**src/design/rtc_cfg.svh**
```systemverilog
// offsets, field positions, reset values and timing counts of the clock core
`ifndef RTC_CFG_SVH
`define RTC_CFG_SVH

// map offsets
`define RTC_OFS_SEC 7'h00
`define RTC_OFS_SEC_ALM 7'h01
`define RTC_OFS_MIN 7'h02
`define RTC_OFS_MIN_ALM 7'h03
`define RTC_OFS_HOUR 7'h04
`define RTC_OFS_HOUR_ALM 7'h05
`define RTC_OFS_A 7'h0A
`define RTC_OFS_B 7'h0B
`define RTC_OFS_C 7'h0C
`define RTC_OFS_D 7'h0D
`define RTC_NUM_TIME 7'h0A

// field positions
`define RTC_A_UIP 7
`define RTC_B_SET 7
`define RTC_B_PIE 6
`define RTC_B_AIE 5
`define RTC_B_UIE 4
`define RTC_B_SQUARE_WAVE_ENABLE 3
`define RTC_B_DM 2
`define RTC_B_H24 1
`define RTC_C_ANY_INTERRUPT_FLAG 7

// codes and reset values
`define RTC_DV_RUN 3'h2
`define RTC_DV_HOLD 2'h3
`define RTC_DONT_CARE 2'h3
`define RTC_A_RST 7'h26
`define RTC_B_RST 8'h02
`define RTC_D_VAL 8'h80
`define RTC_CHAIN_HALF 15'h4000
`define RTC_CHAIN_LAST 15'h7FFF

// timing
`define RTC_CLK_HZ 50000000
`define RTC_CLK_MHZ 50
`define RTC_OSC_HZ 32768
`define RTC_PRESC_CYC ((`RTC_CLK_HZ + `RTC_OSC_HZ / 2) / `RTC_OSC_HZ)
`define RTC_UIP_LEAD_US 244
`define RTC_UIP_LEAD_CYC (`RTC_UIP_LEAD_US * `RTC_CLK_MHZ)

`endif

```
**src/design/rtc_pkg.sv**
```systemverilog
// types of the clock core
package rtc_pkg;

  typedef enum logic {RTC_UPD_IDLE, RTC_UPD_LEAD} rtc_upd_t;

  // host bus pins as sampled
  typedef struct packed {
    logic as;
    logic cs_n;
    logic rd_n;
    logic wr_n;
    logic [7:0] ad;
  } rtc_bus_t;

  typedef struct packed {
    logic [9:0][7:0] vis;
    logic [9:0][7:0] cnt;
    logic [6:0] ctl_a;
    logic [7:0] ctl_b;
    logic update_pending;
    logic [2:0] flg;
    logic [2:0] pend;
    logic rd_c;
    logic irq_oe;
    logic irq_n;
    logic [6:0] addr;
    logic as_q;
    logic rd_n_q;
    logic wr_n_q;
    logic [7:0] rdata;
    logic drive;
    logic [10:0] presc;
    logic [14:0] chain;
    rtc_upd_t upd;
    logic [13:0] lead;
  } rtc_state_t;

endpackage

```
**src/design/rtc_core.sv**
```systemverilog
// real-time clock core with calendar, alarm and interrupt flags
`timescale 1ns/10ps
`include "rtc_cfg.svh"

module rtc_core #(
  parameter int unsigned UIP_LEAD_CYC = `RTC_UIP_LEAD_CYC,
  parameter int unsigned PRESC_CYC = `RTC_PRESC_CYC
) (
  // clock and reset
  input wire logic clk_i,
  input wire logic rst_i,
  // device pins
  input wire logic reset_n_i,
  input wire rtc_pkg::rtc_bus_t bus_i,
  // data bus drive
  output logic [7:0] ad_o,
  output logic ad_oe_o,
  // open-drain interrupt
  output logic irq_n_o,
  output logic irq_oe_o
);

  rtc_pkg::rtc_state_t st;
  rtc_pkg::rtc_state_t n;
  logic [7:0] ram [0:127];
  logic wr_fire;
  logic rd_end;
  logic [2:0] ev;
  logic [7:0] live_c;

  function automatic logic [7:0] to_bin(input logic [7:0] v, input logic bcd);
    to_bin = bcd ? 8'(({4'h0, v[7:4]} * 8'h0A) + {4'h0, v[3:0]}) : v;
  endfunction

  function automatic logic [7:0] from_bin(input logic [7:0] v,
                                          input logic bcd);
    from_bin = bcd ? {4'(v / 8'h0A), 4'(v % 8'h0A)} : v;
  endfunction

  // month length, leap years every fourth year of the two-digit count
  function automatic logic [7:0] mdays(input logic [7:0] mo,
                                       input logic [7:0] yr);
    case (mo)
      8'h02: mdays = (yr[1:0] == 2'h0) ? 8'h1D : 8'h1C;
      8'h04, 8'h06, 8'h09, 8'h0B: mdays = 8'h1E;
      default: mdays = 8'h1F;
    endcase
  endfunction

  function automatic logic alm_hit(input logic [7:0] a, input logic [7:0] t);
    alm_hit = (a[7:6] == `RTC_DONT_CARE) || (a == t);
  endfunction

  // low-bit mask of the chain for the selected periodic rate
  function automatic logic [14:0] per_mask(input logic [3:0] rs);
    logic [3:0] e;
    e = (rs < 4'h3) ? 4'(rs + 4'h6) : 4'(rs - 4'h1);
    per_mask = 15'((16'h0001 << e) - 16'h0001);
  endfunction

  // one second of advance in the selected number format
  function automatic logic [9:0][7:0] adv(input logic [9:0][7:0] t,
                                          input logic bcd,
                                          input logic h24);
    logic [9:0][7:0] r;
    logic [7:0] v;
    logic [7:0] dt;
    logic [7:0] mo;
    logic [7:0] yr;
    logic c;
    logic pm;
    r = t;
    v = to_bin(t[0], bcd);
    c = v >= 8'h3B;
    r[0] = from_bin(c ? 8'h00 : 8'(v + 8'h01), bcd);
    if (c) begin
      v = to_bin(t[2], bcd);
      c = v >= 8'h3B;
      r[2] = from_bin(c ? 8'h00 : 8'(v + 8'h01), bcd);
    end
    if (c) begin
      if (h24) begin
        v = to_bin(t[4], bcd);
        c = v >= 8'h17;
        r[4] = from_bin(c ? 8'h00 : 8'(v + 8'h01), bcd);
      end else begin
        // bit 7 carries PM; 11 to 12 flips it, 11 PM to 12 AM ends the day
        pm = t[4][7];
        v = to_bin({1'b0, t[4][6:0]}, bcd);
        c = (v == 8'h0B) && pm;
        if (v == 8'h0B) begin
          pm = ~pm;
        end
        v = (v >= 8'h0C) ? 8'h01 : 8'(v + 8'h01);
        r[4] = from_bin(v, bcd) | {pm, 7'h00};
      end
    end
    if (c) begin
      v = to_bin(t[6], bcd);
      r[6] = from_bin((v >= 8'h07) ? 8'h01 : 8'(v + 8'h01), bcd);
      dt = to_bin(t[7], bcd);
      mo = to_bin(t[8], bcd);
      yr = to_bin(t[9], bcd);
      c = dt >= mdays(mo, yr);
      r[7] = from_bin(c ? 8'h01 : 8'(dt + 8'h01), bcd);
      if (c) begin
        c = mo >= 8'h0C;
        r[8] = from_bin(c ? 8'h01 : 8'(mo + 8'h01), bcd);
      end
      if (c) begin
        r[9] = from_bin((yr >= 8'h63) ? 8'h00 : 8'(yr + 8'h01), bcd);
      end
    end
    adv = r;
  endfunction

  // next-state logic
  always_comb begin
    logic acc_ok;
    logic rd_act;
    logic tick;
    logic run;
    logic [14:0] ch;
    logic [9:0][7:0] nt;
    logic [7:0] d;
    logic [2:0] en;
    acc_ok = reset_n_i;
    n = st;
    ev = 3'h0;
    nt = st.cnt;
    d = bus_i.ad;
    n.as_q = bus_i.as;
    n.rd_n_q = bus_i.rd_n;
    n.wr_n_q = bus_i.wr_n;
    rd_act = acc_ok && !bus_i.cs_n && !bus_i.rd_n;
    rd_end = st.rd_c && bus_i.rd_n;
    wr_fire = acc_ok && !bus_i.cs_n && !st.wr_n_q && bus_i.wr_n;
    live_c = {st.irq_oe, st.flg, 4'h0};
    if (st.as_q && !bus_i.as) begin
      n.addr = bus_i.ad[6:0];
    end

    // oscillator and count-up divider chain
    run = st.ctl_a[6:4] == `RTC_DV_RUN;
    tick = 1'b0;
    if (run || st.ctl_a[6:5] == `RTC_DV_HOLD) begin
      tick = st.presc == 11'(PRESC_CYC - 1);
      n.presc = tick ? 11'h000 : 11'(st.presc + 11'h001);
    end
    ch = 15'(st.chain + 15'h0001);
    if (!run) begin
      // held chain restarts half a second before the next update
      n.chain = `RTC_CHAIN_HALF;
    end else if (tick) begin
      n.chain = ch;
      if (st.ctl_a[3:0] != 4'h0 && (ch & per_mask(st.ctl_a[3:0])) == 15'h0) begin
        ev[2] = 1'b1;
      end
    end

    // once a second raise update-pending unless SET is on, transfer after the lead time
    case (st.upd)
      rtc_pkg::RTC_UPD_IDLE: begin
        if (run && tick && st.chain == `RTC_CHAIN_LAST) begin
          n.upd = rtc_pkg::RTC_UPD_LEAD;
          n.lead = 14'h0000;
          n.update_pending = !st.ctl_b[`RTC_B_SET];
        end
      end
      rtc_pkg::RTC_UPD_LEAD: begin
        n.lead = 14'(st.lead + 14'h0001);
        if (st.lead == 14'(UIP_LEAD_CYC - 1)) begin
          n.upd = rtc_pkg::RTC_UPD_IDLE;
          n.update_pending = 1'b0;
          nt = adv(st.cnt, st.ctl_b[`RTC_B_DM], st.ctl_b[`RTC_B_H24]);
          n.cnt = nt;
          ev[1] = alm_hit(nt[1], nt[0]) && alm_hit(nt[3], nt[2])
                  && alm_hit(nt[5], nt[4]);
          if (!st.ctl_b[`RTC_B_SET]) begin
            n.vis = nt;
            ev[0] = 1'b1;
          end
        end
      end
      default: n.upd = rtc_pkg::RTC_UPD_IDLE;
    endcase

    // host writes
    if (wr_fire) begin
      if (st.addr < `RTC_NUM_TIME) begin
        // seconds bit 7 always stores zero
        if (st.addr == `RTC_OFS_SEC) begin
          d[7] = 1'b0;
        end
        n.vis[st.addr[3:0]] = d;
        n.cnt[st.addr[3:0]] = d;
      end else if (st.addr == `RTC_OFS_A) begin
        n.ctl_a = d[6:0];
      end else if (st.addr == `RTC_OFS_B) begin
        n.ctl_b = d;
        if (d[`RTC_B_SET]) begin
          n.ctl_b[`RTC_B_UIE] = 1'b0;
          n.update_pending = 1'b0;
        end
      end
    end

    // flags: held while a read of the flag register is open
    if (st.rd_c || (rd_act && st.addr == `RTC_OFS_C)) begin
      n.pend = st.pend | ev;
    end else begin
      n.flg = st.flg | ev;
    end
    if (rd_end) begin
      // clear wins only over what was seen; later events survive
      n.flg = st.pend | ev;
      n.pend = 3'h0;
      n.rd_c = 1'b0;
    end

    // host reads, registered one cycle behind the strobe
    n.drive = rd_act;
    if (rd_act) begin
      if (st.addr < `RTC_NUM_TIME) begin
        n.rdata = st.vis[st.addr[3:0]];
      end else if (st.addr == `RTC_OFS_A) begin
        n.rdata = {st.update_pending, st.ctl_a};
      end else if (st.addr == `RTC_OFS_B) begin
        n.rdata = st.ctl_b;
      end else if (st.addr == `RTC_OFS_C) begin
        n.rdata = st.rd_c ? st.rdata : live_c;
        n.rd_c = 1'b1;
      end else if (st.addr == `RTC_OFS_D) begin
        n.rdata = `RTC_D_VAL;
      end else begin
        n.rdata = ram[st.addr];
      end
    end

    if (!reset_n_i) begin
      n.ctl_b[`RTC_B_PIE] = 1'b0;
      n.ctl_b[`RTC_B_AIE] = 1'b0;
      n.ctl_b[`RTC_B_UIE] = 1'b0;
      n.ctl_b[`RTC_B_SQUARE_WAVE_ENABLE] = 1'b0;
      n.flg = 3'h0;
      n.pend = 3'h0;
      n.rd_c = 1'b0;
    end
    en = {n.ctl_b[`RTC_B_PIE], n.ctl_b[`RTC_B_AIE], n.ctl_b[`RTC_B_UIE]};
    n.irq_oe = |(n.flg & en);
    n.irq_n = 1'b0;
  end

  // state register
  always_ff @(posedge clk_i) begin
    if (rst_i) begin
      st <= '0;
      st.ctl_a <= `RTC_A_RST;
      st.ctl_b <= `RTC_B_RST;
      st.as_q <= 1'b0;
      st.rd_n_q <= 1'b1;
      st.wr_n_q <= 1'b1;
      st.chain <= `RTC_CHAIN_HALF;
      st.upd <= rtc_pkg::RTC_UPD_IDLE;
    end else begin
      st <= n;
    end
  end

  // general RAM keeps its contents through reset, being nonvolatile
  always_ff @(posedge clk_i) begin
    if (wr_fire && st.addr > `RTC_OFS_D) begin
      ram[st.addr] <= bus_i.ad;
    end
  end

  assign ad_o = st.rdata;
  assign ad_oe_o = st.drive;
  assign irq_n_o = st.irq_n;
  assign irq_oe_o = st.irq_oe;

  a_irq_level: assert property (@(posedge clk_i) disable iff (rst_i)
    irq_oe_o == |(st.flg & {st.ctl_b[6], st.ctl_b[5], st.ctl_b[4]}))
    else $error("interrupt line disagrees with flags and enables");

  a_any_interrupt_flag_read: assert property (@(posedge clk_i) disable iff (rst_i)
    (st.addr == `RTC_OFS_C) && !bus_i.cs_n && !bus_i.rd_n && st.rd_n_q
    && reset_n_i |=> ad_o[7] == $past(irq_oe_o))
    else $error("summary bit does not follow the interrupt line");

  a_read_clear: assert property (@(posedge clk_i) disable iff (rst_i)
    rd_end && ev == 3'h0 && reset_n_i |=> st.flg == $past(st.pend))
    else $error("flag read did not clear flags");

  a_sec_ro: assert property (@(posedge clk_i) disable iff (rst_i)
    wr_fire && st.addr == `RTC_OFS_SEC |=> !st.vis[0][7] && !st.cnt[0][7])
    else $error("seconds bit 7 was written");

  a_reset_pin: assert property (@(posedge clk_i) disable iff (rst_i)
    !reset_n_i |=> st.flg == 3'h0 && !irq_oe_o && st.ctl_b[6:3] == 4'h0)
    else $error("reset pin did not clear enables and flags");

  a_uip_lead: assert property (@(posedge clk_i) disable iff (rst_i)
    $rose(st.update_pending) |-> (st.upd == rtc_pkg::RTC_UPD_LEAD)[*8])
    else $error("transfer came too soon after update-pending");

  a_freeze: assert property (@(posedge clk_i) disable iff (rst_i)
    st.ctl_b[`RTC_B_SET] && !wr_fire |=> $stable(st.vis))
    else $error("visible time changed while frozen");

  a_flags_ro: assert property (@(posedge clk_i) disable iff (rst_i)
    wr_fire && st.addr == `RTC_OFS_C && ev == 3'h0 && !rd_end
    && reset_n_i |=> st.flg == $past(st.flg))
    else $error("write changed the flag register");

  a_flag_set: assert property (@(posedge clk_i) disable iff (rst_i)
    ev[0] && !st.rd_c && reset_n_i
    && !(st.addr == `RTC_OFS_C && !bus_i.cs_n && !bus_i.rd_n) |=> st.flg[0])
    else $error("update-ended event lost");

endmodule // rtc_core

```
**config.mk**
```make
export PLATFORM = sky130hd
export DESIGN_NAME = rtc_core
export DESIGN_NICKNAME = d
export VERILOG_FILES = /design/src/design/rtc_pkg.sv /design/src/design/rtc_core.sv
export VERILOG_INCLUDE_DIRS = /design/src /design/src/design
export SDC_FILE = /design/constraint.sdc
export NUM_CORES = 2
export LEC_CHECK = 0
export BUFFER_PORTS_ARGS = -buffer_cell sky130_fd_sc_hd__buf_2
export CORE_ASPECT_RATIO = 1.4
export CORE_MARGIN = 1.5
export CORE_UTILIZATION = 45
export CTS_CLUSTER_DIAMETER = 50
export DETAILED_ROUTE_END_ITERATION = 12
export GPL_TIMING_DRIVEN = 1
export PLACE_DENSITY_LB_ADDON = 0.3
export SYNTH_ARGS = -nofsm -noshare
export SYNTH_HDL_FRONTEND = slang
export SYNTH_SLANG_ARGS = --single-unit
```
**constraint.sdc**
```tcl
create_clock -name clk_i -period 6.82 [get_ports clk_i]
set_input_delay 0.682 -clock clk_i [delete_from_list [all_inputs] [get_ports clk_i]]
set_output_delay 0.682 -clock clk_i [all_outputs]
set_load 0.02 [all_outputs]
```
# Word level (Yosys, flattened, before mapping)
# Memories as Yosys holds them, arrays and structs flattened. A register that Yosys moved wholly into a read port is not among the register bits.
# Cells that the tools add are included.
# word_totals
ff_bits	244
latch_bits	0
ram_bits	1024
romBits	0
inputBits	15
elab_cells	281
memories	1
# op_classes
addsub	22
multipliers	8
n_div	16
order_cmp	13
eq_ne	23
n_shift	1
n_mux	110
bitwise_logic	11
n_reduce_logical	37
# mem_list
memory	depth	width	rd	rd_clocked_by_memory_dff	wr	line	text
ram	128	8	1	1	1	rtc_core.sv:25	logic [7:0] ram [0:127];
# op_table
cell	n
$mux 160	3
$mux 8	44
$mux 176	1
$bwmux 80	2
$mux 80	1
$add 8x1->8 const B	8
$div 8x4->8 const B	8
$mod 8x4->8 const B	8
$add 8x4->8	7
$mul 4x3->7 const B	7
$mux 1	37
$mux 7	5
$bmux 8 s4	1
$demux 8 s4	1
$mux 32	1
$pmux 15 s2	1
$eq 7x4->1 const B	4
$eq 8x4->1 const B	3
$eq 8x8->1	3
$mux 9	2
$eq 8x3->1 const B	2
$ge 8x4->1 const B	2
$ge 8x6->1 const B	2
$mux 16	1
other kinds (51)	87

# Logic depth before layout (Yosys ltp)
# logic_depth
ltp_word	31
ltp_mapped	30

# Least setup slack after synthesis
# Ideal clock, no wire load.
# synth_path
path_type	register to register
startpoint	register st[72] in the netlist's numbering
endpoint	register st[64] in the netlist's numbering
setup_ns	0.084
arrival_time_ns	6.488
required_ns	6.736
setup_slack_ns	0.247
stages_incl_launch_ff	29
cell_sequence	dfxtp_1 buf_6 buf_6 buf_4 buf_2 buf_4 buf_2 clkbuf_1 buf_1 buf_2 buf_1 buf_1 mux2_2 ha_1 buf_1 nand2b_1 o2111ai_1 o211ai_1 o21ai_0 a21oi_1 a2111o_1 o311a_1 ha_1 nand3b_1 xnor2_1 nor2_1 o311a_1 or4_4 o31ai_2
# synth_via
elab_chain_cells	18
elab_cells_between_ends	56
classes_between	add/sub: 4; div: 8; order compare: 4; eq/ne: 4; mux: 29; bitwise: 2; reduce/logical: 5
# synth_rtl
item	line	text
from (decl)	rtc_core.sv:23	rtc_pkg::rtc_state_t st;
from (signal assigned)	rtc_core.sv:266	st <= n;
parallel branches: the longest is 14 deep, another holds $add 8x1->8	n/a	
$logic_and 1x1->1 *	rtc_core.sv:178	&& alm_hit(nt[5], nt[4]);
$mux 2 *	rtc_core.sv:172	if (st.lead == 14'(UIP_LEAD_CYC - 1)) begin
$mux 2 *	rtc_core.sv:162	case (st.upd)
$or 3x3->3 *	rtc_core.sv:210	n.pend = st.pend | ev;
# Every way passes the cells marked *. The select of a mux whose other input is x is not followed.
# A chain may end at the register's enable or synchronous reset.

# Final worst setup path
# layout_path
startpoint	register st[156] in the netlist's numbering
endpoint	register st[244] in the netlist's numbering
# layout_via
elab_chain_cells	22
elab_cells_between_ends	27
classes_between	add/sub: 1; mul: 1; order compare: 2; eq/ne: 5; mux: 17; reduce/logical: 1
# layout_rtl
item	line	text
$mul 4x3->7	rtc_core.sv:32	to_bin = bcd ? 8'(({4'h0, v[7:4]} * 8'h0A) + {4'h0, v[3:0]}) : v;
$add 8x4->8	rtc_core.sv:32	
$mux 8 *	rtc_core.sv:32	
$eq 8x3->1 / $eq 8x4->1 (equally long branches)	rtc_core.sv:43	case (mo)
$reduce_or 4->1	rtc_core.sv:43	
$pmux 2 s2	rtc_core.sv:43	
$mux 8	rtc_core.sv:98	if (c) begin
$mux 8	rtc_core.sv:172	
[6 not listed]	n/a	
$mux 8 *	rtc_core.sv:110	if (c) begin
$mux 32 *	rtc_core.sv:98	
$mux 80 *	rtc_core.sv:179	if (!st.ctl_b[`RTC_B_SET]) begin
$mux 160 *	rtc_core.sv:172	
$mux 160 *	rtc_core.sv:162	
$bwmux 80	rtc_core.sv:195	n.vis[st.addr[3:0]] = d;
$mux 160	rtc_core.sv:190	if (st.addr < `RTC_NUM_TIME) begin
$mux 176 *	rtc_core.sv:189	if (wr_fire) begin
# Every way passes the cells marked *; elsewhere a longest branch is shown, timed or not. The select of a mux whose other input is x is not followed.

==> out/metrics.csv <==
stage,metric,value,unit
run_status,status,finished clean,
pwr,Tot Pwr,15700,uW
clock_tree,Clock Sinks,1274,
synthesis,mean post-synth cell area,14.3,um^2
global_routing,vias in the first global route,35200,
synthesis,Synth top area share,0.528,
floorplanning,Core Region,129000,um^2
setup_path,sequence of cells on the critical path,"ha_1, ha_1, fa_1, xnor2_1, or3b_2, a21oi_1, a32oi_1, a211oi_1, o21a_1, a22oi_1, ha_1, nand2b_1, a21oi_1, nor4_1, o21a_1, nand2b_1, o41ai_1, nand2_1, o21a_1, a211oi_1",
sta,max_slew headroom,0.164,
detailed_routing,antenna-violating nets left,0,
pwr,power share of the clock group,0.420,
detailed_routing,DR vias,35500,
global_routing,largest net degree at the start of global routing,99,
floorplanning,# rows,156,
clock_tree,buffers inserted by post-CTS timing repair,0,
setup_path,Setup crit start kind,flop,
setup_path,CP arrival,6910,ps
placed_design,Area after DPL,60500,um^2
floorplanning,Die H,429,um
sta,slew of the pin with the lowest slew margin,1250,ps
global_routing,grt total ovfl,0,
layout,share of cells above drive strength 1,0.171,
placed_design,HPWL Detailed,93.3,mm
setup_path,critical path type,reg2reg,
synthesis,most frequent cell after synthesis,edfxtp_1,
global_routing,GRT Total Usage,0.220,
setup_path,critical path endpoint category,flop,
synthesis,"FFs w/ async S/R, synth",0,
clock_tree,PostCTS Resize Cnt,0,
sta,maximum clock frequency,0.160,GHz
job,max-cap violations,0,
pwr,P_int,12200,uW
pwr,Seq pwr share,0.540,
clock_tree,CTS H-tree lvls,3,
sta,unrepaired setup endpoints after global routing,false,
floorplanning,I/O pin count,26,
sta,clk_skew,36.0,ps
detailed_routing,drt wl/cell,24.4,um
clock_tree,# hold bufs at CTS,0,
synthesis,"Top FF cell, synth",edfxtp_1,
clock_tree,Clock Latency Late Sink,750,ps
sta,WHS,143,ps
synthesis,Synth Register Bits,1274,
synthesis,synth warn,0,
clock_tree,TritonCTS clock tree,yes,
global_routing,global-route wire length before repair,220,mm
pwr,PD cells,244,nW/um^2
synthesis,largest area contributor in the synthesized netlist,edfxtp_1,
layout,area added between synthesis and finish,10.6,%
synthesis,Post-synth EDFFs,1024,
detailed_routing,First DRT Iteration DRCs,3664,
detailed_routing,number of vias per cell,6.00,
global_routing,initial antenna violation count,1,
pwr,switching pwr,3470,uW
synthesis,register area share after synthesis,0.614,
setup_path,slowest CP cell,o21a_1,
clock_tree,clk slew on worst S/H paths,70,ps
floorplanning,initial core utilization,0.452,
detailed_routing,final WL,145,mm
setup_path,cell family with most CP delay,compound AO/OA/AOI/OAI gates,
setup_path,CP max FO,15,
placed_design,Buffers on Ports,24,
sta,Final min period,6250,ps
detailed_routing,Post-route DRC,0,
floorplanning,die footprint,132000,um^2
sta,setup slack after layout,571,ps
sta,setup violators final,0,
clock_tree,CTS root buffer,clkbuf_16,
clock_tree,TritonCTS buffer count,118,
sta,Final period util,0.916,
clock_tree,CTS max path bufs,3,
setup_path,Required @ worst endpoint,7480,ps
synthesis,"top cells by area, synth","edfxtp_1 53%, mux4_2 14%, dfxtp_1 8.6%, nand2_1 2.6%, nor2_1 2.3%",
synthesis,"top cells by count, synth","1024 x edfxtp_1, 399 x nand2_1, 364 x nor2_1",
pwr,Max IR drop VDD,0.000204,V
pwr,Switching Fraction,0.221,
layout,Antenna diodes,0,
sta,Setup TNS,0,ps
detailed_routing,First-pass DRT Iterations,5,
pwr,Comb power frac,0.040,
setup_path,slowest cell delay on critical path,580,ps
sta,Final Hold Viols,0,
synthesis,Netlist Area Pre-Place,58300,um^2
pwr,P_leak,0.0203,uW
layout,Final nets,4267,
sta,"Slew Viols, Final",0,
placed_design,Placer Congestion,0.887,
floorplanning,Die Wd,307,um
synthesis,Yosys cell types,114,
min_path,Hold Crit Class,in2reg,
synthesis,post-synthesis cell count,4084,
setup_path,WP buf/inv,0,
layout,final instance area,64400,um^2
placed_design,Setup WS pre-CTS,684,ps
-- worst register-to-register path, delay by kind of cell (launching register included) --
kind | cells | cell delay (ps)
AO/OA/AOI/OAI | 10 | 2640
AND/OR/NAND/NOR | 5 | 1570
adder cells (fa/ha/maj) | 4 | 1230
flip-flops | 1 | 480
XOR/XNOR | 1 | 230
-- sequential cells by signal, indices dropped and copies added (netlist names), named ones only --
signal	flops
st	230
irq_oe_o	1
ad_oe_o	1
live_c	3
ad_o	8
ram	1024
-- cells by family (layout without fill, tap and decap cells) --
group	after synthesis	count (layout)	synth area share
compound gates	712	712	0.0839
xor+xnor	106	106	0.0162
fa+ha+maj	99	99	0.0230
buf+inv	307	366	0.0214
flops	1274	1274	0.614
mux	425	425	0.149
other cells	1	113	0.0000644
simple gates	1160	1160	0.0925
-- placed cells by master (no fill, tap or decap), types with 22 or more instances in the layout --
| master | synthesis | layout |
|---|---|---|
| nand2_1 | 399 | 398 |
| xor2_1 | 45 | 45 |
| a31oi_1 | 46 | 46 |
| xnor2_1 | 59 | 59 |
| conb_1 | 1 | 113 |
| mux2_2 | 25 | 25 |
| o21bai_1 | 27 | 27 |
| inv_1 | 52 | 52 |
| and3_1 | 30 | 30 |
| nand3b_1 | 26 | 26 |
| mux4_2 | 352 | 352 |
| edfxtp_1 | 1024 | 1024 |
| a21o_1 | 23 | 23 |
| a311oi_1 | 37 | 37 |
| clkbuf_16 | 0 | 119 |
| nand2b_1 | 35 | 35 |
| mux2i_1 | 47 | 47 |
| nand3_1 | 88 | 88 |
| nor2b_1 | 30 | 30 |
| a211oi_1 | 47 | 47 |
| a21oi_1 | 214 | 214 |
| nor3_1 | 47 | 47 |
| clkinv_1 | 0 | 22 |
| ha_1 | 84 | 84 |
| nor2_1 | 364 | 362 |
| o21ai_0 | 85 | 85 |
| o211ai_1 | 40 | 40 |
| dfxtp_1 | 250 | 244 |
| buf_4 | 14 | 67 |
-- power by group through the flow --
stage               clock network, uW  logic (uW)  registers (uW)
CTS                              6700         630            8480
finish                           6600         628            8480
global route                     6990         664            8480
floorplan                           0         355            8630
global placement                    0         621            8650
detailed placement                  0         629            8650
-- metrics by stage --
step                cells   util
floorplan            4196      -
detailed placement   5693  0.470
global placement     5693  0.470
CTS                  5914  0.500
finish               5914  0.500
global route         5914  0.500
-- per-layer routing --
layer | GRT usage | part of all wire | up-vias
met1 | 0.282 | 0.39 | 18000
met2 | 0.385 | 0.52 | 1245
li1 | - | - | 16000
met5 | 0 | 0.000062 | -
met3 | 0.0275 | 0.060 | 234
met4 | 0.0777 | 0.033 | 2
-- worst paths after layout --
| path | startpoint | to | slack, ps | depth (start not counted) |
|---|---|---|---|---|
| worst min register to register | st[70]$_SDFFE_PP0P_ | st[70]$_SDFFE_PP0P_ | 460 | 2 |
| worst max-delay path | st[156]$_SDFF_PP0_ | st[244]$_SDFF_PP0_ | 570 | 20 |
| worst min-delay path | bus_i[8] | st[50]$_SDFF_PP1_ | 140 | 2 |
| worst max register to register | st[156]$_SDFF_PP0_ | st[244]$_SDFF_PP0_ | 570 | 20 |
-- final cells by class --
type	count	area (um^2)
inverter	53	199
timing repair buffer	92	769
clock inverter	90	863
fill	10800	64400
tap	1659	2080
sequential	1274	35800
clock buffer	131	3030
multi-input combinational	2615	21700
No activity file was read; power rests on OpenSTA's default activity.
